File: config.mk
export PLATFORM = sky130hd
export DESIGN_NAME = isc_top
export DESIGN_NICKNAME = d
export VERILOG_FILES = /design/src/inc/isc_pkg.sv /design/src/hdl/isc_sync.sv /design/src/hdl/isc_apb.sv /design/src/hdl/isc_top.sv
export SDC_FILE = /design/constraint.sdc
export NUM_CORES = 1
export LEC_CHECK = 0
export BUFFER_PORTS_ARGS = -buffer_cell sky130_fd_sc_hd__buf_2
export CORE_UTILIZATION = 60
export DETAILED_ROUTE_END_ITERATION = 16
export PLACE_DENSITY = 0.88
export SYNTH_ARGS = -nofsm -noshare
export SYNTH_HDL_FRONTEND = slang
export SYNTH_SLANG_ARGS = --single-unit
export TNS_END_PERCENT = 5
File: constraint.sdc
create_clock -name REF_CLK -period 5.9 [get_ports REF_CLK]
set_input_delay 0 -clock REF_CLK [delete_from_list [all_inputs] [get_ports REF_CLK]]
set_output_delay 0 -clock REF_CLK [all_outputs]
set_load 0.01 [all_outputs]
File: src/inc/isc_pkg.sv
// constants, register map and state codes of the i2c slave status/control block
// assumes an apb master on the register side and an external i2c master on the bus
//
// How it works
// - start condition sets start-seen flag
// - stop flag set in stop, start clears
// - direction flag takes matched address r/w bit
// - direction cleared by start, stop, nack
// - address/data flag updates at eighth fall
// - write direction byte sets full, read clears
// - full flag never written directly
// - read direction buffer write sets full
// - ninth rise samples data into ack
// - start condition clears ack flag
// - buffer write allowed only when stretched read
// - write collision stays until software clears
// - byte into full buffer flags overflow
// - overflow stays until software clears it
// - control bit 5 holds module reset
// - control bit 4 enables read stretching
// - control bit 3 enables write stretching
// - control bit 2 releases clock line
// - control bit 1 selects pad slew
// - control bit 0 enables the module
// - ninth fall raises irq, may stretch
// - only matching seven-bit address proceeds
// - no read stretch sends preload immediately

package isc_pkg;

  // ==========================================================
  // register indices (byte address is four times the index)
  localparam logic [7:0] IDX_ADDR = 8'he3; // own address
  localparam logic [7:0] IDX_BUF = 8'he4; // shift data
  localparam logic [7:0] IDX_CON = 8'he5; // control
  localparam logic [7:0] IDX_STAT = 8'he8; // status
  localparam logic [7:0] IDX_PRE = 8'he9; // transmit preload

  // ==========================================================
  // reset values
  localparam logic [7:0] CON_RST = 8'h10;
  localparam logic [7:0] STAT_RST = 8'h44;

  // ==========================================================
  // status bit positions
  localparam int B_STA = 7;
  localparam int B_STO = 6;
  localparam int B_RW = 5;
  localparam int B_AD = 4;
  localparam int B_BF = 3;
  localparam int B_ACK = 2;
  localparam int B_WCOL = 1;
  localparam int B_ROV = 0;

  // ==========================================================
  // control bit positions
  localparam int C_RST = 5;
  localparam int C_RDS = 4;
  localparam int C_WRS = 3;
  localparam int C_REL = 2;
  localparam int C_SLEW = 1;
  localparam int C_EN = 0;

  // ==========================================================
  // bit counter values (counts rising bus clock edges)
  localparam logic [3:0] CNT_BYTE = 4'h8; // after eighth rise
  localparam logic [3:0] CNT_ACK = 4'h9; // after ninth rise

  // ==========================================================
  // byte engine states
  typedef enum logic [4:0] {
    ST_IDLE = 5'h01,
    ST_ADDR = 5'h02,
    ST_RX = 5'h04,
    ST_TX = 5'h08,
    ST_SKIP = 5'h10
  } isc_state_e;

endpackage

File: src/hdl/isc_sync.sv
// bus line synchroniser and start/stop/edge detector
// assumes raw pin levels from outside the clock domain
`timescale 1ns/1ps

module isc_sync (
  // clock and reset
  input wire logic clk,
  input wire logic rst_n,
  // raw bus lines
  input wire logic scl_pin,
  input wire logic sda_pin,
  // synchronised levels and events
  output logic sda_s,
  output logic scl_rise,
  output logic scl_fall,
  output logic start_ev,
  output logic stop_ev
);

  // [0] first stage, [1] second stage, [2] history
  typedef struct packed {
    logic [2:0] scl;
    logic [2:0] sda;
  } isc_sync_s;

  isc_sync_s r_q;
  isc_sync_s d;

  // ==========================================================
  // shift chain
  always_comb begin
    d.scl = {r_q.scl[1:0], scl_pin};
    d.sda = {r_q.sda[1:0], sda_pin};
  end

  // idle bus is high, so reset to ones
  always_ff @(posedge clk or negedge rst_n) begin
    if (!rst_n) begin
      r_q <= '1;
    end else begin
      r_q <= d;
    end
  end

  // ==========================================================
  // events use only second stage and history
  assign sda_s = r_q.sda[1];
  assign scl_rise = r_q.scl[1] & ~r_q.scl[2];
  assign scl_fall = ~r_q.scl[1] & r_q.scl[2];
  assign start_ev = r_q.scl[1] & r_q.scl[2] & ~r_q.sda[1] & r_q.sda[2];
  assign stop_ev = r_q.scl[1] & r_q.scl[2] & r_q.sda[1] & ~r_q.sda[2];

endmodule

File: src/hdl/isc_apb.sv
// apb slave front end: one wait state, registered answer
// assumes the main block decodes the index and supplies read data
`timescale 1ns/1ps

module isc_apb (
  // clock and reset
  input wire logic clk,
  input wire logic rst_n,
  // apb request
  input wire logic psel,
  input wire logic penable,
  input wire logic pwrite,
  input wire logic [11:0] paddr,
  input wire logic [31:0] pwdata,
  // apb answer
  output logic pready,
  output logic [31:0] prdata,
  output logic pslverr,
  // register side
  input wire logic [7:0] rdata,
  input wire logic hit,
  output logic wr_stb,
  output logic rd_stb,
  output logic [7:0] idx,
  output logic [7:0] wdata
);

  typedef struct packed {
    logic rdy;
    logic err;
    logic [7:0] dat;
  } isc_apb_s;

  isc_apb_s r_q;
  isc_apb_s d;
  logic commit; // access completes this edge

  // word aligned decode of the index
  assign idx = paddr[9:2];
  assign wdata = pwdata[7:0];
  assign commit = psel & penable & r_q.rdy;
  assign wr_stb = commit & pwrite;
  assign rd_stb = commit & ~pwrite;

  // ==========================================================
  // ready rises one cycle into access, drops after commit
  always_comb begin
    d = r_q;
    if (commit) begin
      d.rdy = 1'b0;
      d.err = 1'b0;
    end else if (psel && penable) begin
      d.rdy = 1'b1;
      d.err = ~hit; // unmapped or misaligned
      d.dat = hit ? rdata : 8'h00;
    end
  end

  always_ff @(posedge clk or negedge rst_n) begin
    if (!rst_n) begin
      r_q <= '0;
    end else begin
      r_q <= d;
    end
  end

  assign pready = r_q.rdy;
  assign pslverr = r_q.err;
  assign prdata = {24'h000000, r_q.dat};

endmodule

File: src/hdl/isc_top.sv
// i2c slave status and control block, top level
// assumes open-drain pads outside and an apb master on REF_CLK
`timescale 1ns/1ps

module isc_top (
  // clock and reset
  input wire logic REF_CLK,
  input wire logic ARST_N,
  // apb slave
  input wire logic PSEL,
  input wire logic PENABLE,
  input wire logic PWRITE,
  input wire logic [11:0] PADDR,
  input wire logic [31:0] PWDATA,
  output logic PREADY,
  output logic [31:0] PRDATA,
  output logic PSLVERR,
  // i2c clock line, open drain
  input wire logic SCL_I,
  output logic SCL_O,
  output logic SCL_OE,
  // i2c data line, open drain
  input wire logic SDA_I,
  output logic SDA_O,
  output logic SDA_OE,
  // pad and cpu side signals
  output logic SLEW_CONTROL_OFF,
  output logic BYTE_IRQ
);

  // ==========================================================
  // state of the block
  typedef struct packed {
    isc_pkg::isc_state_e st; // byte engine
    logic [3:0] cnt; // rising edges in byte
    logic [7:0] shift_in; // receive shifter
    logic [7:0] shift_data_reg; // cpu data buffer
    logic [7:0] tx_preload_reg; // next byte to send
    logic [6:0] own_address_reg; // seven-bit address
    logic [7:0] con; // control register
    logic start_flag;
    logic stop_flag;
    logic dir_read; // master reads
    logic data_flag; // last byte was data
    logic buffer_full_flag;
    logic ack_flag; // 1 means nack
    logic write_collision_flag;
    logic rx_overflow_flag;
    logic acking; // driving ack low
    logic scl_hi; // link clock level as last seen
    logic irq; // byte interrupt pulse
    logic scl_oe;
    logic sda_oe;
  } isc_regs_s;

  // reset image of the whole block
  function automatic isc_regs_s rst_val();
    isc_regs_s v;
    v = '0;
    v.st = isc_pkg::ST_IDLE;
    v.con = isc_pkg::CON_RST;
    v.stop_flag = isc_pkg::STAT_RST[isc_pkg::B_STO];
    v.ack_flag = isc_pkg::STAT_RST[isc_pkg::B_ACK];
    return v;
  endfunction

  localparam isc_regs_s RST_S = rst_val();

  // ==========================================================
  // reset release through two flip-flops
  logic [1:0] rst_q; // reset synchroniser
  logic rst_n; // released copy

  always_ff @(posedge REF_CLK or negedge ARST_N) begin
    if (!ARST_N) begin
      rst_q <= 2'b00;
    end else begin
      rst_q <= {rst_q[0], 1'b1};
    end
  end

  assign rst_n = rst_q[1];

  // ==========================================================
  // sub blocks
  logic sda_s; // synchronised data line
  logic scl_rise;
  logic scl_fall;
  logic start_ev;
  logic stop_ev;
  logic wr_stb; // write commits this edge
  logic rd_stb; // read commits this edge
  logic [7:0] idx; // register index
  logic [7:0] wdata; // write data low byte
  logic [7:0] rdata; // read data mux
  logic hit; // index is mapped

  isc_sync u_sync (
    .clk(REF_CLK),
    .rst_n(rst_n),
    .scl_pin(SCL_I),
    .sda_pin(SDA_I),
    .sda_s(sda_s),
    .scl_rise(scl_rise),
    .scl_fall(scl_fall),
    .start_ev(start_ev),
    .stop_ev(stop_ev)
  );

  isc_apb u_apb (
    .clk(REF_CLK),
    .rst_n(rst_n),
    .psel(PSEL),
    .penable(PENABLE),
    .pwrite(PWRITE),
    .paddr(PADDR),
    .pwdata(PWDATA),
    .pready(PREADY),
    .prdata(PRDATA),
    .pslverr(PSLVERR),
    .rdata(rdata),
    .hit(hit),
    .wr_stb(wr_stb),
    .rd_stb(rd_stb),
    .idx(idx),
    .wdata(wdata)
  );

  isc_regs_s r_q;
  isc_regs_s d;

  // ==========================================================
  // status byte, used by read mux and nowhere else twice
  function automatic logic [7:0] status_of(isc_regs_s s);
    return {s.start_flag, s.stop_flag, s.dir_read, s.data_flag,
            s.buffer_full_flag, s.ack_flag, s.write_collision_flag,
            s.rx_overflow_flag};
  endfunction

  // read data and map check
  always_comb begin
    hit = 1'b1;
    if (PADDR[1:0] != 2'b00 || PADDR[11:10] != 2'b00) begin
      hit = 1'b0;
      rdata = 8'h00;
    end else if (idx == isc_pkg::IDX_ADDR) begin
      rdata = {r_q.own_address_reg, 1'b0};
    end else if (idx == isc_pkg::IDX_BUF) begin
      rdata = r_q.shift_data_reg;
    end else if (idx == isc_pkg::IDX_CON) begin
      rdata = r_q.con;
    end else if (idx == isc_pkg::IDX_STAT) begin
      rdata = status_of(r_q);
    end else if (idx == isc_pkg::IDX_PRE) begin
      rdata = r_q.tx_preload_reg;
    end else begin
      hit = 1'b0;
      rdata = 8'h00;
    end
  end

  // ==========================================================
  // bus event qualifiers
  logic run; // enabled and out of soft reset
  logic fall8; // falling edge of eighth clock
  logic rise9; // rising edge of ninth clock
  logic fall9; // falling edge of ninth clock
  logic wr_buf; // cpu writes data buffer
  logic buf_ok; // buffer write permitted
  logic store_rx; // received byte goes to buffer
  logic stretch; // hold clock after ninth fall
  logic matched; // own address on the bus

  assign run = r_q.con[isc_pkg::C_EN] & ~r_q.con[isc_pkg::C_RST];
  assign fall8 = run & scl_fall & (r_q.cnt == isc_pkg::CNT_BYTE);
  assign rise9 = run & scl_rise & (r_q.cnt == isc_pkg::CNT_BYTE);
  assign fall9 = run & scl_fall & (r_q.cnt == isc_pkg::CNT_ACK);
  assign wr_buf = wr_stb & (idx == isc_pkg::IDX_BUF);
  assign buf_ok = r_q.dir_read & r_q.con[isc_pkg::C_RDS] & ~r_q.con[isc_pkg::C_REL];
  assign matched = (r_q.shift_in[7:1] == r_q.own_address_reg);
  assign store_rx = fall8 & ~start_ev & ~stop_ev &
    ((r_q.st == isc_pkg::ST_RX) | ((r_q.st == isc_pkg::ST_ADDR) & matched & ~r_q.shift_in[0]));
  assign stretch = r_q.dir_read ? r_q.con[isc_pkg::C_RDS] : r_q.con[isc_pkg::C_WRS];

  // ==========================================================
  // next state: cpu accesses first, bus events after so set wins
  always_comb begin
    d = r_q;
    d.irq = 1'b0;
    d.scl_hi = scl_rise | (r_q.scl_hi & ~scl_fall); // tracks the synchronised clock
    // cpu writes
    if (wr_stb) begin
      if (idx == isc_pkg::IDX_CON) begin
        d.con = {2'b00, wdata[5:0]};
      end else if (idx == isc_pkg::IDX_ADDR) begin
        d.own_address_reg = wdata[7:1];
      end else if (idx == isc_pkg::IDX_PRE) begin
        d.tx_preload_reg = wdata;
      end else if (idx == isc_pkg::IDX_STAT) begin
        // sticky flags: writing 0 clears, 1 keeps
        d.write_collision_flag = r_q.write_collision_flag & wdata[isc_pkg::B_WCOL];
        d.rx_overflow_flag = r_q.rx_overflow_flag & wdata[isc_pkg::B_ROV];
      end else if (idx == isc_pkg::IDX_BUF) begin
        if (buf_ok) begin
          d.shift_data_reg = wdata;
          d.buffer_full_flag = 1'b1;
        end else begin
          d.write_collision_flag = 1'b1;
        end
      end
    end
    // reading the buffer empties it
    if (rd_stb && idx == isc_pkg::IDX_BUF) begin
      d.buffer_full_flag = 1'b0;
    end
    // bus side
    if (run) begin
      if (start_ev) begin
        // start: also a repeated start mid byte
        d.st = isc_pkg::ST_ADDR;
        d.cnt = 4'h0;
        d.start_flag = 1'b1;
        d.stop_flag = 1'b0;
        d.dir_read = 1'b0;
        d.ack_flag = 1'b0;
        d.acking = 1'b0;
      end else if (stop_ev) begin
        // stop: bus idle again
        d.st = isc_pkg::ST_IDLE;
        d.stop_flag = 1'b1;
        d.start_flag = 1'b0;
        d.dir_read = 1'b0;
        d.acking = 1'b0;
      end else if (r_q.st != isc_pkg::ST_IDLE) begin
        // data bits sampled on rising edges, msb first
        if (scl_rise && r_q.cnt < isc_pkg::CNT_BYTE) begin
          d.shift_in = {r_q.shift_in[6:0], sda_s};
        end
        if (scl_rise && r_q.cnt < isc_pkg::CNT_ACK) begin
          d.cnt = r_q.cnt + 4'h1;
        end
        if (rise9 && r_q.st != isc_pkg::ST_SKIP) begin
          d.ack_flag = sda_s;
          if (sda_s && r_q.st == isc_pkg::ST_TX) begin
            d.dir_read = 1'b0;
            d.st = isc_pkg::ST_SKIP;
          end
        end
        case (r_q.st)
          isc_pkg::ST_ADDR: begin
            if (fall8) begin
              if (matched) begin
                d.data_flag = 1'b0;
                d.dir_read = r_q.shift_in[0];
                d.acking = 1'b1;
              end else begin
                d.st = isc_pkg::ST_SKIP;
              end
            end
            if (fall9) begin
              d.st = r_q.dir_read ? isc_pkg::ST_TX : isc_pkg::ST_RX;
            end
          end
          isc_pkg::ST_RX: begin
            if (fall8) begin
              d.data_flag = 1'b1;
              d.acking = 1'b1;
            end
          end
          isc_pkg::ST_TX: begin
            if (fall8) begin
              d.data_flag = 1'b1;
              d.buffer_full_flag = 1'b0;
            end
          end
          default: begin
            // idle and skip: wait for start or stop
          end
        endcase
        // end of byte: interrupt, stretch or preload
        if (fall9 && (r_q.st == isc_pkg::ST_ADDR || r_q.st == isc_pkg::ST_RX ||
            r_q.st == isc_pkg::ST_TX)) begin
          d.cnt = 4'h0;
          d.acking = 1'b0;
          d.irq = 1'b1;
          if (stretch) begin
            d.con[isc_pkg::C_REL] = 1'b0;
          end else if (r_q.dir_read) begin
            d.shift_data_reg = r_q.tx_preload_reg;
            d.buffer_full_flag = 1'b1;
          end
        end else if (fall9) begin
          d.cnt = 4'h0;
        end
      end
    end
    // receive into buffer, or overflow when still full
    if (store_rx) begin
      if (r_q.buffer_full_flag) begin
        d.rx_overflow_flag = 1'b1;
      end else begin
        d.shift_data_reg = r_q.shift_in;
        d.buffer_full_flag = 1'b1;
      end
    end
    // soft reset holds everything but the control register
    if (r_q.con[isc_pkg::C_RST]) begin
      d = '{default: '0, st: isc_pkg::ST_IDLE, con: d.con,
            stop_flag: RST_S.stop_flag, ack_flag: RST_S.ack_flag};
    end
    // pin drives follow the next state
    d.scl_oe = d.con[isc_pkg::C_EN] & ~d.con[isc_pkg::C_RST] &
      ~d.con[isc_pkg::C_REL];
    // count steps on the rise, so keep the old bit until the clock falls:
    // a data change while the clock is high would look like start or stop
    d.sda_oe = d.con[isc_pkg::C_EN] & ~d.con[isc_pkg::C_RST] &
      (d.acking | ((d.st == isc_pkg::ST_TX) &
      ((d.cnt - 4'(d.scl_hi)) < isc_pkg::CNT_BYTE) &
      ~d.shift_data_reg[3'(4'h7 - d.cnt + 4'(d.scl_hi))]));
  end

  // ==========================================================
  // single register stage
  always_ff @(posedge REF_CLK or negedge rst_n) begin
    if (!rst_n) begin
      r_q <= RST_S;
    end else begin
      r_q <= d;
    end
  end

  // ==========================================================
  // outputs
  assign SCL_O = 1'b0; // open drain only pulls low
  assign SDA_O = 1'b0;
  assign SCL_OE = r_q.scl_oe;
  assign SDA_OE = r_q.sda_oe;
  assign SLEW_CONTROL_OFF = r_q.con[isc_pkg::C_SLEW];
  assign BYTE_IRQ = r_q.irq;
endmodule

==> results of run 1 <==
[final cells by class]
class | count | share of cell area [%]
clock buffers | 11 | 2.72
inverters | 16 | 1.16
well taps | 102 | 2.46
flip-flops and latches | 77 | 37.3
multi-input cells | 383 | 49.2
repair buffers | 54 | 6.45
clock inverters | 5 | 0.698
[how the worst max path moves through the flow]
stage / start / slack, ns / cells past startpoint / end
after floorplan: u_sync.d[5] / 2.26 / 14 / SDA_OE
after global placement: r_q[13] / 2.14 / 11 / SDA_OE
after detailed placement: r_q[13] / 2.12 / 11 / SDA_OE
after CTS: r_q[13] / 2.10 / 11 / SDA_OE
after global routing: r_q[13] / 1.86 / 11 / SDA_OE
final: r_q[13] / 1.99 / 11 / SDA_OE
[flip-flops by register name, summed over array words and instances (netlist names)]
name              count
r_q                  55
u_sync.r_q            2
SCL_OE                1
u_apb.pslverr         1
SLEW_CONTROL_OFF      1
u_sync.sda_s          1
BYTE_IRQ              1
u_apb.pready          1
u_apb.prdata          8
u_sync.d              3
SDA_OE                1
rst_q                 2
[tightest hold or removal path, delay by kind of cell]
kind          cells  cell delay, ns
buf+inv           1            0.10
simple gates      3            0.25
[placed cells by master (no fill, tap or decap), drive strengths merged, types with 7 or more instances in the layout]
master       synthesis  final
nand2               68     68
dfrtp               67     67
buf                 36     42
mux2i               40     40
nor2                33     33
o21ai               31     31
conb                 2     27
inv                 16     17
mux2                17     17
a21oi               16     16
dlygate4sd3          0     12
nand2b              12     12
nand3               11     11
clkbuf              14     11
xnor2               10     10
o22ai               10     10
dfstp               10     10
a31oi                7      7
nor3                 7      7
[cell usage after synthesis, drive strengths merged (11+ instances only)]
master,number,area share (%)
o21ai,31,3.3
mux2,17,4.0
nand2b,12,1.7
a21oi,16,1.7
buf,36,5.3
dfrtp,67,35
nor2,33,2.6
mux2i,40,8.4
clkbuf,14,1.1
nand3,11,1.3
inv,16,1.3
nand2,68,5.4
[layer usage]
layer | global-route usage [%] | vias to the layer above | wire length (um)
met3 | 6.03 | 32 | 1170
met2 | 46.2 | 257 | 5610
met5 | 0 | - | 0
li1 | - | 1805 | -
met4 | 14.7 | 0 | 403
met1 | 38.8 | 1935 | 4680
[through the flow]
step	util [%]	instances	total power [W]	hold WS, ns
6_report	67.6	648	0.00108	0.0200
5_1_grt	67.6	648	0.00112	0.0628
4_1_cts	67.6	648	0.00108	0.00785
3_5_place_dp	63.7	620	0.000710	-0.215
3_3_place_gp	63.7	620	0.000704	-0.215
2_1_floorplan	-	526	0.000683	-0.296
[power groups by stage]
stage / logic [W] / clock network, W / registers, W
after floorplan: 0.000101 / 0 / 0.000582
final: 0.000139 / 0.000368 / 0.000572
after detailed placement: 0.000130 / 0 / 0.000580
after CTS: 0.000137 / 0.000370 / 0.000570
after global placement: 0.000125 / 0 / 0.000579
after global routing: 0.000151 / 0.000392 / 0.000573
[kinds of logic after synthesis]
kind of cell	after synthesis
xor+xnor	13
compound gates	96
simple gates	183
mux	59
buf+inv	66
fa+ha+maj	5
other cells	2
flops	77
==> metrics.md, run 1 <==
| Metric | Value |
|---|---|
| Global-route wire length before repair | `18900 um` |
| Total detailed-routing wirelength | `11900 um` |
| Number of detailed-route iterations in the first pass | `5` |
| Worst hold path startpoint | `PENABLE` |
| Post-route worst setup slack | `1.99 ns` |
| Total area of sequential cells | `1940 um2` |
| Clock Pin Slew Worst Setup and Hold Paths | `0.09 ns` |
| Setup Buffers After CTS | `0` |
| Post-synthesis cell count | `501` |
| Starting Density | `62.0%` |
| Fillcell total | `591` |
| Kind of end point of the critical path | `flop` |
| Horiz. Die Dim | `91.1 um` |
| Cells traversed along the worst timing path | `nor2b_1 -> nand3_1 -> a21o_1 -> or3_1 -> a21o_1 -> ha_1 -> ha_1 -> mux2i_1 -> mux4_2 -> o311ai_1 -> a22oi_2` |
| Count of endpoints failing setup in the final report | `0` |
| Total number of nets in the final design | `597` |
| Async set or reset register ratio after synthesis | `100%` |
| Crit Path Class | `reg2reg` |
| Final count of hold timing violations | `0` |
| Port buffer count | `40` |
| Number of primary I/O pins | `91` |
| Setup clock skew after layout | `0.0162 ns` |
| Hold-fix buffer count after cts | `12` |
| Status | `finished clean` |
| Number of max-cap violations | `0` |
| Max frequency | `0.256 GHz` |
| Endpoint of the worst hold-timing path | `u_apb.pready` |
| Yosys cell types | `71` |
| Worst setup slack for register-to-register paths | `1.99 ns` |
| Share of total power in combinational logic | `12.9%` |
| Compound-cell area share of the yosys netlist | `13.5%` |
| Signed area change from the synthesized netlist to the final layout | `9.06%` |
| Flop pwr share | `53.0%` |
| Most instantiated flip-flop cell in the synthesis netlist | `dfrtp_1` |
| Final-layout setup total negative slack | `0 ns` |
| Max-slew headroom | `15.0%` |
| Post-layout instance area | `5200 um2` |
| Leakage dissipation | `2.35 nW` |
| Tmin final | `3.91 ns` |
| Clk buf depth | `2` |
| Post-synth design cell area | `4760 um2` |
| Data arrival time of the critical path | `4.13 ns` |
| RR Startpoint | `r_q[13]` |
| YS warnings | `0` |
| Family with the most delay on the worst path | `simple AND/OR/NAND/NOR gates` |
| Die Height | `91.1 um` |
| Power density relative to cell area | `207 nW/um2` |
| Number of synthesized flops with an enable pin | `0` |
| RSZ-0062 raised after global routing | `no` |
| CTS tree | `done` |
| Post-cts resize count | `0` |
| Xor-xnor portion of the synthesized cell area | `2.39%` |
| Crit path max-delay cell type | `dfrtp_1` |
| Placement Setup Slack | `2.12 ns` |
| Critical path's largest stage delay | `0.67 ns` |
| Cells on Worst Hold Path | `4` |
| Buffers and inverters on the worst path | `0` |
| Number of sinks on the clock net | `77` |
| Transition time at the pin with the least slew margin | `1.27 ns` |
| Maximum fanout along the worst path | `14` |
| Worst vdd ir | `0.143 mV` |
| CP required | `6.12 ns` |
| Average cell area after synthesis | `9.51 um2` |
| Area of the core | `7690 um2` |
| Logic depth of the worst register-to-register path | `11` |
| FF+latch count, synth | `77` |
| Share of total power consumed by net switching | `28.3%` |
| Inserted Clock Buffers | `9` |
| HPWL after detailed placement | `8300 um` |
| Number of antenna violations at the first check in global routing | `0` |
| Period utilisation layout | `66.2%` |
| H-tree depth reported by CTS | `3` |
| Simple-gate area share of the yosys netlist | `21.0%` |
| N_diodes | `0` |
| Root buf cell | `clkbuf_8` |
| Area of placed instances | `4900 um2` |
| Adder-cell share of the synthesized area | `1.31%` |
| Aggregate global-route resource usage | `29.4%` |
| Maximum number of pins on one net before global-route repair | `76` |
| Die area | `8300 um2` |
| Number of design rule violations left after detail routing | `0` |
| Worst-Skew Late Latency | `0.36 ns` |
| Weighted congestion reported at the end of routability-driven placement | `0.965` |
| Fraction of final layout cells with drive strength greater than 1 | `18.9%` |
| Sequential fraction of the synthesis area | `40.7%` |
| Multi-input gate area in the final layout | `2550 um2` |
| Antenna-violating nets left | `0` |
| Congestion Overflow GR | `0` |
| Crit Reg-Reg Endpoint | `SDA_OE` |
| Max-slew violations | `0` |
| Critical path launch point type | `flop` |
| Violation count after the first detailed-routing iteration | `412` |
| Portion of total power attributed to the clock network | `34.1%` |
| Row count | `32` |
| Count of vias placed by the detailed router | `4029` |
| Via count of the first global-routing pass | `3866` |
| Post-DR wirelength/cell | `18.3 um` |
| Share of cell area taken by muxes after synthesis | `13.4%` |
| Main combinational cell family by area after synthesis | `simple AND/OR/NAND/NOR gates` |
| Vias/cell | `6.22` |
| Switching power | `0.000305 W` |
| Min-delay worst type | `in2reg` |
| Cell internal power dissipation | `0.000773 W` |
No activity file was read; power rests on OpenSTA's default activity.
==> run 2, diff against run 1 <==
- CORE_UTILIZATION: 60 -> 56
- PLACE_DENSITY: 0.88 -> 0.83
- clock period: 5.9 -> 3.8 ns (I/O delays scaled with it)
==> metrics.md, run 2 (synthesis results as in run 1) <==
| Metric | Value |
|---|---|
| Vias/cell | `6.05 (was 6.22)` |
| Die Height | `94.2 um (was 91.1 um)` |
| Die area | `8880 um2 (was 8300 um2)` |
| H-tree depth reported by CTS | `3 (unchanged)` |
| Horiz. Die Dim | `94.2 um (was 91.1 um)` |
| Congestion Overflow GR | `0 (unchanged)` |
| CTS tree | `done (unchanged)` |
| Maximum fanout along the worst path | `10 (was 14)` |
| Buffers and inverters on the worst path | `0 (unchanged)` |
| Worst hold path startpoint | `PENABLE (unchanged)` |
| Kind of end point of the critical path | `flop (unchanged)` |
| Final count of hold timing violations | `0 (unchanged)` |
| Fraction of final layout cells with drive strength greater than 1 | `21.8% (was 18.9%)` |
| Crit path max-delay cell type | `dfstp_2 (was dfrtp_1)` |
| Setup Buffers After CTS | `0 (unchanged)` |
| Flip-flop count of the largest register after layout | `55 (unchanged)` |
| Total number of nets in the final design | `616 (was 597)` |
| Share of the core filled with cells | `65.0% (was 67.6%)` |
| Post-DR wirelength/cell | `18.0 um (was 18.3 um)` |
| Most frequent cells in the layout | `nand2_1 (68), dfrtp_1 (66), mux2i_1 (40), buf_2 (40), nor2_1 (33) (unchanged)` |
| CP required | `4.03 ns (was 6.12 ns)` |
| Count of endpoints failing setup in the final report | `0 (unchanged)` |
| Root buf cell | `clkbuf_8 (unchanged)` |
| Total detailed-routing wirelength | `12100 um (was 11900 um)` |
| Signed area change from the synthesized netlist to the final layout | `12.1% (was 9.06%)` |
| Flop pwr share | `53.6% (was 53.0%)` |
| Max-slew headroom | `40.0% (was 15.0%)` |
| Row count | `33 (was 32)` |
| Crit Path Class | `reg2reg (unchanged)` |
| RSZ-0062 raised after global routing | `no (unchanged)` |
| Crit. path cell count | `11 (unchanged)` |
| HPWL after detailed placement | `8900 um (was 8300 um)` |
| RR Startpoint | `u_sync.d[5] (was r_q[13])` |
| Aggregate global-route resource usage | `29.7% (was 29.4%)` |
| Critical path's largest stage delay | `0.62 ns (was 0.67 ns)` |
| Starting Density | `58.0% (was 62.0%)` |
| Port buffer count | `40 (unchanged)` |
| Power density relative to cell area | `312 nW/um2 (was 207 nW/um2)` |
| Met1 routed wirelength after detailed routing | `4930 um (was 4680 um)` |
| Detailed route wirelength on metal3 | `1000 um (was 1170 um)` |
| Number of detailed-route iterations in the first pass | `5 (unchanged)` |
| Logic depth of the worst register-to-register path | `11 (unchanged)` |
| Worst vdd ir | `0.204 mV (was 0.143 mV)` |
| Final standard cell count with taps included and fillers excluded | `670 (was 648)` |
| Share of total power in combinational logic | `12.9% (about the same)` |
| Biggest register | `r_q (unchanged)` |
| Number of design rule violations left after detail routing | `0 (unchanged)` |
| Data arrival time of the critical path | `3.83 ns (was 4.13 ns)` |
| Max frequency | `0.278 GHz (was 0.256 GHz)` |
| Weighted congestion reported at the end of routability-driven placement | `0.969 (was 0.965)` |
| Number of antenna violations at the first check in global routing | `0 (unchanged)` |
| Cells on Worst Hold Path | `4 (unchanged)` |
| Crit Reg-Reg Endpoint | `SDA_OE (unchanged)` |
| Placed insts | `642 (was 620)` |
| Period utilisation layout | `94.6% (was 66.2%)` |
| Cell internal power dissipation | `0.00119 W (was 0.000773 W)` |
| Worst-Skew Late Latency | `0.36 ns (about the same)` |
| Share of total power consumed by net switching | `28.9% (was 28.3%)` |
| Number of sinks on the clock net | `77 (unchanged)` |
| Fillcell total | `683 (was 591)` |
| Maximum number of pins on one net before global-route repair | `31 (was 76)` |
| Inserted Clock Buffers | `9 (unchanged)` |
| Cells traversed along the worst timing path | `and4bb_2 -> and2b_1 -> a21o_1 -> or3_1 -> a21o_1 -> ha_1 -> ha_1 -> mux2i_1 -> mux4_2 -> o311ai_1 -> a22oi_2 (was nor2b_1 -> nand3_1 -> a21o_1 -> or3_1 -> a21o_1 -> ha_1 -> ha_1 -> mux2i_1 -> mux4_2 -> o311ai_1 -> a22oi_2)` |
| Status | `finished clean (unchanged)` |
| Top metal layer carrying routed signals | `met4 (unchanged)` |
| Transition time at the pin with the least slew margin | `0.893 ns (was 1.27 ns)` |
| Min-delay worst type | `in2reg (unchanged)` |
| Final Hold Slack | `0.0211 ns (was 0.0200 ns)` |
| Wire length on met2 | `5740 um (was 5610 um)` |
| Via count of the first global-routing pass | `3944 (was 3866)` |
| Count of vias placed by the detailed router | `4052 (was 4029)` |
| N_diodes | `0 (unchanged)` |
| Area of the core | `8220 um2 (was 7690 um2)` |
| Setup clock skew after layout | `0.00973 ns (was 0.0162 ns)` |
| Violation count after the first detailed-routing iteration | `296 (was 412)` |
| Worst setup slack for register-to-register paths | `0.21 ns (was 1.99 ns)` |
| Number of primary I/O pins | `91 (unchanged)` |
| Most common cell after layout, fill and taps aside | `nand2_1 (unchanged)` |
| Tmin final | `3.59 ns (was 3.91 ns)` |
| Endpoint of the worst hold-timing path | `u_apb.pready (unchanged)` |
| Clk buf depth | `2 (unchanged)` |
| Total area of sequential cells | `1940 um2 (unchanged)` |
| Leakage dissipation | `2.45 nW (was 2.35 nW)` |
| Multi-input gate area in the final layout | `2550 um2 (unchanged)` |
| Final-layout setup total negative slack | `0 ns (unchanged)` |
| Family with the most delay on the worst path | `simple AND/OR/NAND/NOR gates (unchanged)` |
| Global-route wire length before repair | `19800 um (was 18900 um)` |
| Switching power | `0.000482 W (was 0.000305 W)` |
| Max-slew violations | `0 (unchanged)` |
| Critical path launch point type | `flop (unchanged)` |
| Number of max-cap violations | `0 (unchanged)` |
| Antenna-violating nets left | `0 (unchanged)` |
| Clock Pin Slew Worst Setup and Hold Paths | `0.09 ns (about the same)` |
| Portion of total power attributed to the clock network | `33.6% (was 34.1%)` |
## run 2: cell count changes in the layout (fill, tap and decap cells not counted), sizes merged
cell	previous run	this run
clkbuf	11	9
clkinvlp	3	0
buf	42	61
clkinv	1	6
## run 2: area by class of cell
type | instances | share of cell area (%)
Inverter | 16 | 1.12
Tap cell | 105 | 2.46
Clock inverter | 7 | 0.937
Multi-Input combinational cell | 383 | 47.9
Timing Repair Buffer | 73 | 8.95
Clock buffer | 9 | 2.32
Sequential cell | 77 | 36.3
## run 2: how the worst max path moves through the flow
stage	start	endpoint
floorplan	u_sync.d[5]	SDA_OE
global placement	u_sync.d[5]	SDA_OE
detailed placement	u_sync.d[5]	SDA_OE
CTS	u_sync.d[5]	SDA_OE
global route	u_sync.d[5]	SDA_OE
finish	u_sync.d[5]	SDA_OE
## run 2: metrics by stage
| stage | cell area [um2] | total power, W | setup slack [ns] |
|---|---|---|---|
| 2_1_floorplan | 4860 | 0.00106 | 0.157 |
| 3_3_place_gp | 5040 | 0.00110 | 0.315 |
| 3_5_place_dp | 5040 | 0.00111 | 0.239 |
| 4_1_cts | 5340 | 0.00167 | 0.217 |
| 5_1_grt | 5340 | 0.00174 | 0.0536 |
| 6_report | 5340 | 0.00167 | 0.205 |
## run 2: timing repair
action                                  4_1_cts  5_1_grt
gates resized for setup                       0        0
endpoints found under the setup margin        0        0
endpoints found under the hold margin        23        0
hold buffers                                 12        0
## run 2: per-layer routing
layer	up-vias	global-route usage (%)
met2	198	46.3
met5	-	0
met1	1968	39.7
met4	0	12.8
met3	37	6.39
li1	1849	-
## run 2: tightest hold or removal path, cell delays in order
cell,delay [ns]
buf_2,0.09
nand2_1,0.12
nand2_1,0.10
nand2_1,0.05
## run 2: power groups by stage
stage | Sequential, W | Combinational [W] | Clock, W
finish | 0.000894 | 0.000214 | 0.000560
global route | 0.000898 | 0.000236 | 0.000603
CTS | 0.000892 | 0.000212 | 0.000568
detailed placement | 0.000907 | 0.000202 | 0
global placement | 0.000904 | 0.000195 | 0
floorplan | 0.000903 | 0.000157 | 0
